### src/shared/irm_regs.svh
`ifndef IRM_REGS_SVH
`define IRM_REGS_SVH

// ----------------------------------------
// Register byte offsets
// ----------------------------------------
`define IRM_OFS_IR_CTRL 5'h00
`define IRM_OFS_TMR_CTRL 5'h04
`define IRM_OFS_LO_RELOAD 5'h08
`define IRM_OFS_LO_CMP 5'h0c
`define IRM_OFS_LO_VAL 5'h10
`define IRM_OFS_HI_VAL 5'h14
`define IRM_OFS_HI_RELOAD 5'h18
`define IRM_OFS_HI_MATCH 5'h1c

// ----------------------------------------
// Field positions
// ----------------------------------------
`define IRM_IR_EN_BIT 2
`define IRM_IR_TX_BIT 1
`define IRM_IR_BB_BIT 0
`define IRM_DUAL_BIT 0
`define IRM_LO_RUN_BIT 1
`define IRM_HI_RUN_BIT 2
`define IRM_POL_BIT 3
`define IRM_PRI_OE_BIT 4
`define IRM_ALT_OE_BIT 5
`define IRM_EDGE_HI_BIT 7
`define IRM_EDGE_LO_BIT 6

// ----------------------------------------
// Reset values and timing
// ----------------------------------------
`define IRM_IR_CTRL_RST 3'h0
`define IRM_TMR_CTRL_RST 8'h00
`define IRM_BYTE_RST 8'h00
`define IRM_TICK_DIV 8'h01

`endif

### src/shared/irm_pkg.sv
package irm_pkg;

  typedef logic [7:0] irm_byte_t;

  // Operating mode of the timer pair
  typedef enum logic [1:0] {IRM_TIMER, IRM_IR_RX, IRM_IR_TX} irm_mode_e;

  // Edge selection: 00 none, 01 rising, 10 falling, 11 both
  function automatic logic irm_edge_sel(input logic [1:0] sel, input logic rise, input logic fall);
    irm_edge_sel = (sel[0] & rise) | (sel[1] & fall);
  endfunction : irm_edge_sel

endpackage : irm_pkg

### src/shared/irm_edge_if.sv
`timescale 1ns/1ps
// Filtered pin level with one-cycle edge pulses
interface irm_edge_if;
  logic lvl;
  logic rise;
  logic fall;
  modport src (output lvl, output rise, output fall);
  modport dst (input lvl, input rise, input fall);
endinterface : irm_edge_if

### src/rtl/irm_pin_sync.sv
`timescale 1ns/1ps
module irm_pin_sync (
  input wire logic core_clk,
  input wire logic rstn,
  input wire logic pin,
  irm_edge_if.src e
);

  logic s1_q;
  logic s2_q;
  logic s3_q;
  logic lvl_q;
  logic rise_q;
  logic fall_q;
  wire agree = (s2_q == s3_q);
  wire change = agree & (s3_q != lvl_q);

  // Three-stage synchroniser; first stage feeds only the second
  always_ff @(posedge core_clk or negedge rstn) begin
    if (!rstn) begin
      s1_q <= 1'b0;
      s2_q <= 1'b0;
      s3_q <= 1'b0;
    end else begin
      s1_q <= pin;
      s2_q <= s1_q;
      s3_q <= s2_q;
    end
  end

  // Accepted level moves only when stages two and three agree
  always_ff @(posedge core_clk or negedge rstn) begin
    if (!rstn) begin
      lvl_q <= 1'b0;
      rise_q <= 1'b0;
      fall_q <= 1'b0;
    end else begin
      lvl_q <= change ? s3_q : lvl_q;
      rise_q <= change & s3_q;
      fall_q <= change & ~s3_q;
    end
  end

  assign e.lvl = lvl_q;
  assign e.rise = rise_q;
  assign e.fall = fall_q;

endmodule : irm_pin_sync

### src/rtl/irm_ir_subcarrier_modulator.sv
// The Avalon-MM slave port and the placing of the registers were chosen for this implementation.
`timescale 1ns/1ps
`include "irm_regs.svh"

module irm_ir_subcarrier_modulator
  import irm_pkg::*;
#(
  parameter logic [7:0] TICK_DIV = `IRM_TICK_DIV
) (
  input wire logic core_clk,
  input wire logic rstn,
  input wire logic [4:0] avs_address,
  input wire logic avs_read,
  input wire logic avs_write,
  input wire logic [31:0] avs_writedata,
  output logic [31:0] avs_readdata,
  output logic avs_waitrequest,
  input wire logic primary_timer_pin_in,
  output logic primary_timer_pin_out,
  output logic primary_timer_pin_oe,
  input wire logic external_count_pin,
  output logic alternate_timer_pin_out,
  output logic alternate_timer_pin_oe
);

  // ----------------------------------------
  // Registers
  // ----------------------------------------
  logic ir_mode_enable_q;
  logic ir_transmit_select_q;
  logic ir_bit_control_q;
  logic ir_bit_control_d;
  irm_byte_t tmr_ctrl_q;
  irm_byte_t lo_reload_q;
  irm_byte_t lo_cmp_q;
  irm_byte_t high_reload_value_q;
  irm_byte_t high_match_value_q;
  irm_byte_t low_byte_timer_q;
  irm_byte_t low_byte_timer_d;
  irm_byte_t high_byte_counter_q;
  irm_byte_t high_byte_counter_d;
  irm_byte_t tick_cnt_q;
  logic gate_q;
  logic gate_d;
  logic carrier_q;
  logic carrier_prev_q;
  logic pri_tog_q;
  logic alt_out_d;
  logic alt_oe_d;
  irm_mode_e mode;

  // ----------------------------------------
  // Pin synchronisers
  // ----------------------------------------
  irm_edge_if rx_e ();
  irm_edge_if ext_e ();

  // Receive pin passes four flops before use
  irm_pin_sync u_rx_sync (
    .core_clk(core_clk),
    .rstn(rstn),
    .pin(primary_timer_pin_in),
    .e(rx_e)
  );

  // External count pin for the plain counter mode
  irm_pin_sync u_ext_sync (
    .core_clk(core_clk),
    .rstn(rstn),
    .pin(external_count_pin),
    .e(ext_e)
  );

  // ----------------------------------------
  // Bus decode
  // ----------------------------------------
  wire req = avs_read | avs_write;
  wire wr_acc = avs_write & ~avs_waitrequest;
  wire wr_ir = wr_acc & (avs_address == `IRM_OFS_IR_CTRL);
  wire wr_tmr = wr_acc & (avs_address == `IRM_OFS_TMR_CTRL);
  wire wr_lrl = wr_acc & (avs_address == `IRM_OFS_LO_RELOAD);
  wire wr_lcm = wr_acc & (avs_address == `IRM_OFS_LO_CMP);
  wire wr_lval = wr_acc & (avs_address == `IRM_OFS_LO_VAL);
  wire wr_hval = wr_acc & (avs_address == `IRM_OFS_HI_VAL);
  wire wr_hrl = wr_acc & (avs_address == `IRM_OFS_HI_RELOAD);
  wire wr_hm = wr_acc & (avs_address == `IRM_OFS_HI_MATCH);
  wire [7:0] wbyte = avs_writedata[7:0];

  // Control fields
  wire dual_byte_select = tmr_ctrl_q[`IRM_DUAL_BIT];
  wire lo_run = tmr_ctrl_q[`IRM_LO_RUN_BIT];
  wire hi_run = tmr_ctrl_q[`IRM_HI_RUN_BIT];
  wire alt_output_polarity = tmr_ctrl_q[`IRM_POL_BIT];
  wire primary_output_enable = tmr_ctrl_q[`IRM_PRI_OE_BIT];
  wire alt_output_enable = tmr_ctrl_q[`IRM_ALT_OE_BIT];
  wire [1:0] edge_select_field = tmr_ctrl_q[`IRM_EDGE_HI_BIT:`IRM_EDGE_LO_BIT];

  // Read mux; reserved and unmapped read as zero
  wire [7:0] ir_rd = {5'h00, ir_mode_enable_q, ir_transmit_select_q, ir_bit_control_q};
  wire [7:0] rd_byte =
    (avs_address == `IRM_OFS_IR_CTRL) ? ir_rd :
    (avs_address == `IRM_OFS_TMR_CTRL) ? tmr_ctrl_q :
    (avs_address == `IRM_OFS_LO_RELOAD) ? lo_reload_q :
    (avs_address == `IRM_OFS_LO_CMP) ? lo_cmp_q :
    (avs_address == `IRM_OFS_LO_VAL) ? low_byte_timer_q :
    (avs_address == `IRM_OFS_HI_VAL) ? high_byte_counter_q :
    (avs_address == `IRM_OFS_HI_RELOAD) ? high_reload_value_q :
    (avs_address == `IRM_OFS_HI_MATCH) ? high_match_value_q : 8'h00;

  // ----------------------------------------
  // Mode selection
  // ----------------------------------------
  // Transmit select only matters with IR mode enabled
  assign mode = (!ir_mode_enable_q || !dual_byte_select) ? IRM_TIMER :
                ir_transmit_select_q ? IRM_IR_TX : IRM_IR_RX;
  wire ir_on = (mode != IRM_TIMER);
  wire rx_mode = (mode == IRM_IR_RX);
  wire tx_mode = (mode == IRM_IR_TX);

  // ----------------------------------------
  // Timer tick and low timer
  // ----------------------------------------
  wire tick = (tick_cnt_q == TICK_DIV - 8'h01);
  wire lo_ovf = lo_run & tick & (low_byte_timer_q == 8'hff);
  wire [15:0] val16 = {high_byte_counter_q, low_byte_timer_q};
  wire [15:0] cmp16 = {high_match_value_q, lo_cmp_q};

  // Subcarrier leaves idle level at compare, returns at reload
  wire cmp_past = dual_byte_select ? (low_byte_timer_q >= lo_cmp_q) : (val16 >= cmp16);
  wire carrier_d = alt_output_polarity ^ (lo_run & cmp_past);

  // Counted subcarrier edge: rising if idle high, else falling
  wire car_rise = carrier_q & ~carrier_prev_q;
  wire car_fall = ~carrier_q & carrier_prev_q;
  wire car_edge = alt_output_polarity ? car_rise : car_fall;

  // ----------------------------------------
  // High counter events
  // ----------------------------------------
  // IR mode feeds subcarrier edges instead of the external pin
  wire ext_edge = irm_edge_sel(edge_select_field, ext_e.rise, ext_e.fall);
  wire dual_step = hi_run & (ir_on ? car_edge : ext_edge);
  wire hi_step = dual_byte_select ? dual_step : lo_ovf;
  wire hi_ovf = hi_step & (high_byte_counter_q == 8'hff);
  wire [7:0] hi_inc = high_byte_counter_q + 8'h01;
  wire hi_match = hi_step & ~hi_ovf & (hi_inc == high_match_value_q);

  // Receive-pin events only exist in receive mode
  wire rx_resync = rx_mode & irm_edge_sel(edge_select_field, rx_e.rise, rx_e.fall);
  wire rx_latch = rx_mode & hi_match;

  // Low timer next value; in 16-bit mode it wraps except on full overflow
  always_comb begin
    low_byte_timer_d = low_byte_timer_q;
    if (wr_lval) begin
      low_byte_timer_d = wbyte;
    end else if (lo_ovf) begin
      if (!dual_byte_select && !hi_ovf) begin
        low_byte_timer_d = 8'h00;
      end else begin
        low_byte_timer_d = lo_reload_q;
      end
    end else if (lo_run && tick) begin
      low_byte_timer_d = low_byte_timer_q + 8'h01;
    end
  end

  // High counter next value
  always_comb begin
    high_byte_counter_d = high_byte_counter_q;
    if (wr_hval) begin
      high_byte_counter_d = wbyte;
    end else if (rx_resync) begin
      high_byte_counter_d = high_reload_value_q;
    end else if (hi_ovf) begin
      high_byte_counter_d = high_reload_value_q;
    end else if (hi_step) begin
      high_byte_counter_d = hi_inc;
    end
  end

  // Bit-control flag: hardware capture wins over a software write
  always_comb begin
    ir_bit_control_d = ir_bit_control_q;
    if (rx_latch) begin
      ir_bit_control_d = rx_e.lvl;
    end else if (wr_ir) begin
      ir_bit_control_d = wbyte[`IRM_IR_BB_BIT];
    end
  end

  // Transmit gate follows the flag only at high overflow
  always_comb begin
    gate_d = gate_q;
    if (!tx_mode) begin
      gate_d = 1'b0;
    end else if (hi_ovf) begin
      gate_d = ir_bit_control_q;
    end
  end

  // ----------------------------------------
  // Pin drive
  // ----------------------------------------
  // Transmit mode owns the alternate pin with polarity idle level
  always_comb begin
    case (mode)
      IRM_IR_TX: begin
        alt_oe_d = 1'b1;
        alt_out_d = gate_q ? carrier_q : alt_output_polarity;
      end
      IRM_IR_RX, IRM_TIMER: begin
        alt_oe_d = alt_output_enable;
        alt_out_d = carrier_q;
      end
      default: begin
        alt_oe_d = 1'b0;
        alt_out_d = alt_output_polarity;
      end
    endcase
  end

  // ----------------------------------------
  // Bus handshake
  // ----------------------------------------
  // One wait cycle, then accept; read data loaded in the wait cycle
  always_ff @(posedge core_clk or negedge rstn) begin
    if (!rstn) begin
      avs_waitrequest <= 1'b1;
      avs_readdata <= 32'h00000000;
    end else begin
      avs_waitrequest <= ~(req & avs_waitrequest);
      if (avs_read && avs_waitrequest) begin
        avs_readdata <= {24'h000000, rd_byte};
      end
    end
  end

  // ----------------------------------------
  // Software registers
  // ----------------------------------------
  // Control register: bits 2..0 writable, rest reserved
  always_ff @(posedge core_clk or negedge rstn) begin
    if (!rstn) begin
      {ir_mode_enable_q, ir_transmit_select_q, ir_bit_control_q} <= `IRM_IR_CTRL_RST;
    end else begin
      if (wr_ir) begin
        ir_mode_enable_q <= wbyte[`IRM_IR_EN_BIT];
        ir_transmit_select_q <= wbyte[`IRM_IR_TX_BIT];
      end
      ir_bit_control_q <= ir_bit_control_d;
    end
  end

  // Timer settings
  always_ff @(posedge core_clk or negedge rstn) begin
    if (!rstn) begin
      tmr_ctrl_q <= `IRM_TMR_CTRL_RST;
      lo_reload_q <= `IRM_BYTE_RST;
      lo_cmp_q <= `IRM_BYTE_RST;
      high_reload_value_q <= `IRM_BYTE_RST;
      high_match_value_q <= `IRM_BYTE_RST;
    end else begin
      tmr_ctrl_q <= wr_tmr ? wbyte : tmr_ctrl_q;
      lo_reload_q <= wr_lrl ? wbyte : lo_reload_q;
      lo_cmp_q <= wr_lcm ? wbyte : lo_cmp_q;
      high_reload_value_q <= wr_hrl ? wbyte : high_reload_value_q;
      high_match_value_q <= wr_hm ? wbyte : high_match_value_q;
    end
  end

  // ----------------------------------------
  // Counters and carrier
  // ----------------------------------------
  // Tick divider and counters
  always_ff @(posedge core_clk or negedge rstn) begin
    if (!rstn) begin
      tick_cnt_q <= 8'h00;
      low_byte_timer_q <= `IRM_BYTE_RST;
      high_byte_counter_q <= `IRM_BYTE_RST;
    end else begin
      tick_cnt_q <= tick ? 8'h00 : tick_cnt_q + 8'h01;
      low_byte_timer_q <= low_byte_timer_d;
      high_byte_counter_q <= high_byte_counter_d;
    end
  end

  // Subcarrier, its delayed copy, and transmit gate
  always_ff @(posedge core_clk or negedge rstn) begin
    if (!rstn) begin
      carrier_q <= 1'b0;
      carrier_prev_q <= 1'b0;
      gate_q <= 1'b0;
    end else begin
      carrier_q <= carrier_d;
      carrier_prev_q <= carrier_q;
      gate_q <= gate_d;
    end
  end

  // Registered pin outputs
  always_ff @(posedge core_clk or negedge rstn) begin
    if (!rstn) begin
      pri_tog_q <= 1'b0;
      primary_timer_pin_out <= 1'b0;
      primary_timer_pin_oe <= 1'b0;
      alternate_timer_pin_out <= 1'b0;
      alternate_timer_pin_oe <= 1'b0;
    end else begin
      pri_tog_q <= hi_ovf ? ~pri_tog_q : pri_tog_q;
      primary_timer_pin_out <= pri_tog_q;
      primary_timer_pin_oe <= primary_output_enable;
      alternate_timer_pin_out <= alt_out_d;
      alternate_timer_pin_oe <= alt_oe_d;
    end
  end

endmodule : irm_ir_subcarrier_modulator

### config.mk
export PLATFORM = sky130hd
export DESIGN_NAME = irm_ir_subcarrier_modulator
export DESIGN_NICKNAME = d
export VERILOG_FILES = /design/src/shared/irm_pkg.sv /design/src/shared/irm_edge_if.sv /design/src/rtl/irm_pin_sync.sv /design/src/rtl/irm_ir_subcarrier_modulator.sv
export VERILOG_INCLUDE_DIRS = /design/src /design/src/shared
export SDC_FILE = /design/constraint.sdc
export NUM_CORES = 1
export LEC_CHECK = 0
export CAP_MARGIN = 20
export CORE_MARGIN = 3
export CORE_UTILIZATION = 50
export CTS_BUF_LIST = sky130_fd_sc_hd__clkbuf_2
export CTS_CLUSTER_DIAMETER = 40
export CTS_CLUSTER_SIZE = 40
export DETAILED_ROUTE_END_ITERATION = 10
export DONT_BUFFER_PORTS = 1
export PLACE_DENSITY_LB_ADDON = 0.15
export SYNTH_ARGS = -nofsm -noshare
export SYNTH_HDL_FRONTEND = slang
export SYNTH_SLANG_ARGS = --single-unit
### constraint.sdc
create_clock -name core_clk -period 2.6 [get_ports core_clk]
set_clock_uncertainty 0.05 [all_clocks]
set_input_delay 0.52 -clock core_clk [delete_from_list [all_inputs] [get_ports core_clk]]
set_output_delay 0.52 -clock core_clk [all_outputs]
set_load 0.03 [all_outputs]
==> metrics.txt <==
most used cell, CP buf_4; area share of and/or/nand/nor cells after synthesis 14.37%; CTS sink count 96; crit path DAT 2.91 ns; DRT iter0 DRCs 387; antenna violations before repair 0; antenna cells 0; Max Cap Viol 0; CP Depth 11; mux cell area share after synthesis a little over an eighth; normalized max-slew margin 61.17%; Setup crit end kind register; main combinational cell family by area after synthesis simple AND/OR/NAND/NOR gates; post-synthesis cell type count 61; row count 37; First-pass DRT Iterations 5; DR WL/cell ~19 µm; Clock Root Buffer clkbuf_2; sequential group share of total power 52.6%; CP max stage delay between 0.4 and 0.5 ns; XOR/XNOR Fraction of Synth Area between 3 and 4%; switching power 0.001436 W; Synth Cell Area 5468 µm²; worst-path cell chain inv_1 > ha_1 > nor3b_2 > buf_4 > nand4_1 > mux2_4 > buf_4 > buf_4 > o21ai_0 > o21ai_0 > a2bb2oi_1; Tot GR Track Use between 20% and 30%; actual slew at the worst max-slew pin 0.5752 ns; Max Freq 408.3 MHz; Top delay family on crit path buffers and inverters; status complete, no violations; post-synthesis adder-cell area fraction slightly below 5%; top-area cell type share of the netlist area 43.48%; GR Overflow Total 0; Crit-path slowest cell dfrtp_1; Min-Delay Path Class in2reg; Min Hold Slack 0.03493 ns; Starting Density 52.26%; top-count cell post-synth dfrtp_1; Fin. Hold Viols 0; Int Pwr 0.002407 W; min Tclk post-route 2.449 ns; Die X ~110 µm; DP Wirelength 9849 µm; Num CTS Buffers 9; max-slew violation total from the final report 0; Ys Warns 0; P_leak 2.717 nW; input/output buffers 0; Clk pwr share 16.9%; most common flop cell mapped by yosys dfrtp_1; hold path cells 1; placed cells 675; Fin Setup TNS 0 ns; largest net degree at the start of global routing 97; Synth Area per Inst between 10 and 15 µm²; Core Region 10460 µm²; Net Sw Frac a little under two fifths; DRC errors left 0; asr flop ratio synth 100.0%; type of the worst setup path reg2reg; Worst-Skew Late Latency approximately 0.60 ns; share of post-route cells with drive strength above 1 18.48%; post-synth top area cell dfrtp_1; H-Tree Depth 3; EDFF count, synth 0; maximum clock insertion buffer count 2; Area contributors post-synth dfrtp_1 (43%), mux2_2 (10%), ha_1 (4.6%); vias in the first global route 4040; Max Fanout on Critical Path 8; Peak VDD IR 0.0003773 V; Post-Layout Cell Count between 700 and 800; I/O pins 80; Critical Path RT about 3 ns; Die Ht 110.6 µm; synth-to-layout area growth 9.657%; vias 4188; count of buffer and inverter cells on the critical path 4; final net count 637; CTS tree done; Final Cycle Share 94.20%; synthesized instance count ~540; Routability Congestion 0.8965; RSZ-0062 raised after global routing no; setup ws final 0.1508 ns; Final setup viols 0; first-pass GRT wire length 22000 µm; complex-gate fraction of the synthesized area 13.18%; Die Area 12230 µm²; drt total wl 13900 µm; register area share after synthesis 43.96%; power per cell area around 640 nW/µm²; Seq cells post-synth 96; dpl ws approximately 0.026 ns; cells on worst reg2reg path 11; routed vias/inst 5.857; Startpoint Class register; remaining antenna violation count after routing 0; combinational share of power about 31%; Clock transition at path regs between 0.2 and 0.3 ns; commonest cells in the netlist dfrtp_1 (95), mux2_2 (49), nand2_1 (42), nor2_1 (37), o21ai_0 (32)
[through the flow]
stage | util (%) | area [µm²] | total power (W)
after global placement | 53.74 | 5623 | 0.003072
final | 57.31 | 5996 | 0.003843
after detailed placement | 53.74 | 5623 | 0.003113
after global routing | 57.31 | 5996 | 0.004105
after CTS | 56.22 | 5882 | 0.003829
after floorplan | - | 5554 | 0.002809
[layer usage]
metal / vias to the layer above / track usage, % / wire length, µm
li1: 1953 / - / -
met1: 2061 / 32.03 / 6379
met2: 155 / 34.79 / 6328
met3: 19 / 6.137 / 927
met4: 0 / 5.665 / 266
met5: - / 0 / 0
[path summary, 6_finish.rpt]
| check | start | end | slack [ns] |
|---|---|---|---|
| max | tick_cnt_q[0]$_DFF_PN0_ | high_byte_counter_q[5]$_DFFE_PN0P_ | 0.15 |
| min | avs_writedata[4] | high_reload_value_q[4]$_DFFE_PN0P_ | 0.03 |
| min in group asynchronous | rstn | tick_cnt_q[3]$_DFF_PN0_ | 0.37 |
| min reg2reg | u_rx_sync.s1_q$_DFF_PN0_ | u_rx_sync.s2_q$_DFF_PN0_ | 0.34 |
| max in group asynchronous | rstn | high_byte_counter_q[2]$_DFFE_PN0P_ | 1.67 |
| max reg2reg | tick_cnt_q[0]$_DFF_PN0_ | high_byte_counter_q[5]$_DFFE_PN0P_ | 0.15 |
[power groups by stage]
| stage | clock network [W] | logic (W) | registers, W |
|---|---|---|---|
| floorplan | 0 | 0.000851 | 0.00196 |
| global placement | 0 | 0.00104 | 0.00204 |
| detailed placement | 0 | 0.00107 | 0.00205 |
| CTS | 0.000671 | 0.00114 | 0.00202 |
| global route | 0.000741 | 0.00131 | 0.00205 |
| finish | 0.000650 | 0.00117 | 0.00202 |
[sequential cells by signal (all words and copies together), names as in the netlist, 8 cells and up]
| signal | count |
|---|---|
| avs_readdata | 8 |
| high_byte_counter_q | 8 |
| high_match_value_q | 8 |
| high_reload_value_q | 8 |
| lo_cmp_q | 8 |
| lo_reload_q | 8 |
| low_byte_timer_q | 8 |
| tick_cnt_q | 8 |
| tmr_ctrl_q | 8 |
[repair_timing]
| action | CTS | global route |
|---|---|---|
| pin swaps | 0 | 0 |
| setup endpoints to repair | 1 | 6 |
| gates cloned | 0 | 0 |
| gates resized for setup | 1 | 4 |
| hold buffers | 14 | 8 |
| buffers inserted | 0 | 2 |
| hold endpoints to repair | 132 | 17 |
[kinds of logic after synthesis]
logic type | count (synthesis)
mux | 64
other cells | 1
simple gates | 153
compound gates | 111
fa+ha+maj | 22
flops | 96
xor+xnor | 21
buf+inv | 69
[worst reg2reg max path, delay by kind of cell, from the launching register on]
| kind | cells | cell delay, ns |
|---|---|---|
| adders and majority gates | 1 | 0.13 |
| AOI/OAI and AO/OA | 3 | 0.44 |
| buffers and inverters | 4 | 0.50 |
| muxes | 1 | 0.40 |
| and+or+nand+nor | 2 | 0.39 |
| DFF | 1 | 0.45 |
[cell type report]
class	count	area, µm²
fillers	937	4467
multi-input cells	395	2804
flip-flops and latches	96	2404
repair buffers	48	432.9
well taps	136	170.2
inverters	24	90.09
clock buffers	10	50.05
clock inverters	6	45.04
[cell usage in the layout (no fill, tap or decap), types with 12 or more instances in the layout]
master         Yosys  routed
mux2i_1           12      12
a21oi_1           26      26
inv_1             24      24
o21ai_0           32      32
nand3_1           16      16
ha_1              20      20
buf_4             25      26
nand2_1           42      42
dlygate4sd3_1      0      21
dfrtp_1           95      95
mux2_2            49      48
conb_1             1      24
xnor2_1           15      15
nor2_1            37      37
No activity file was read; power rests on OpenSTA's default activity.
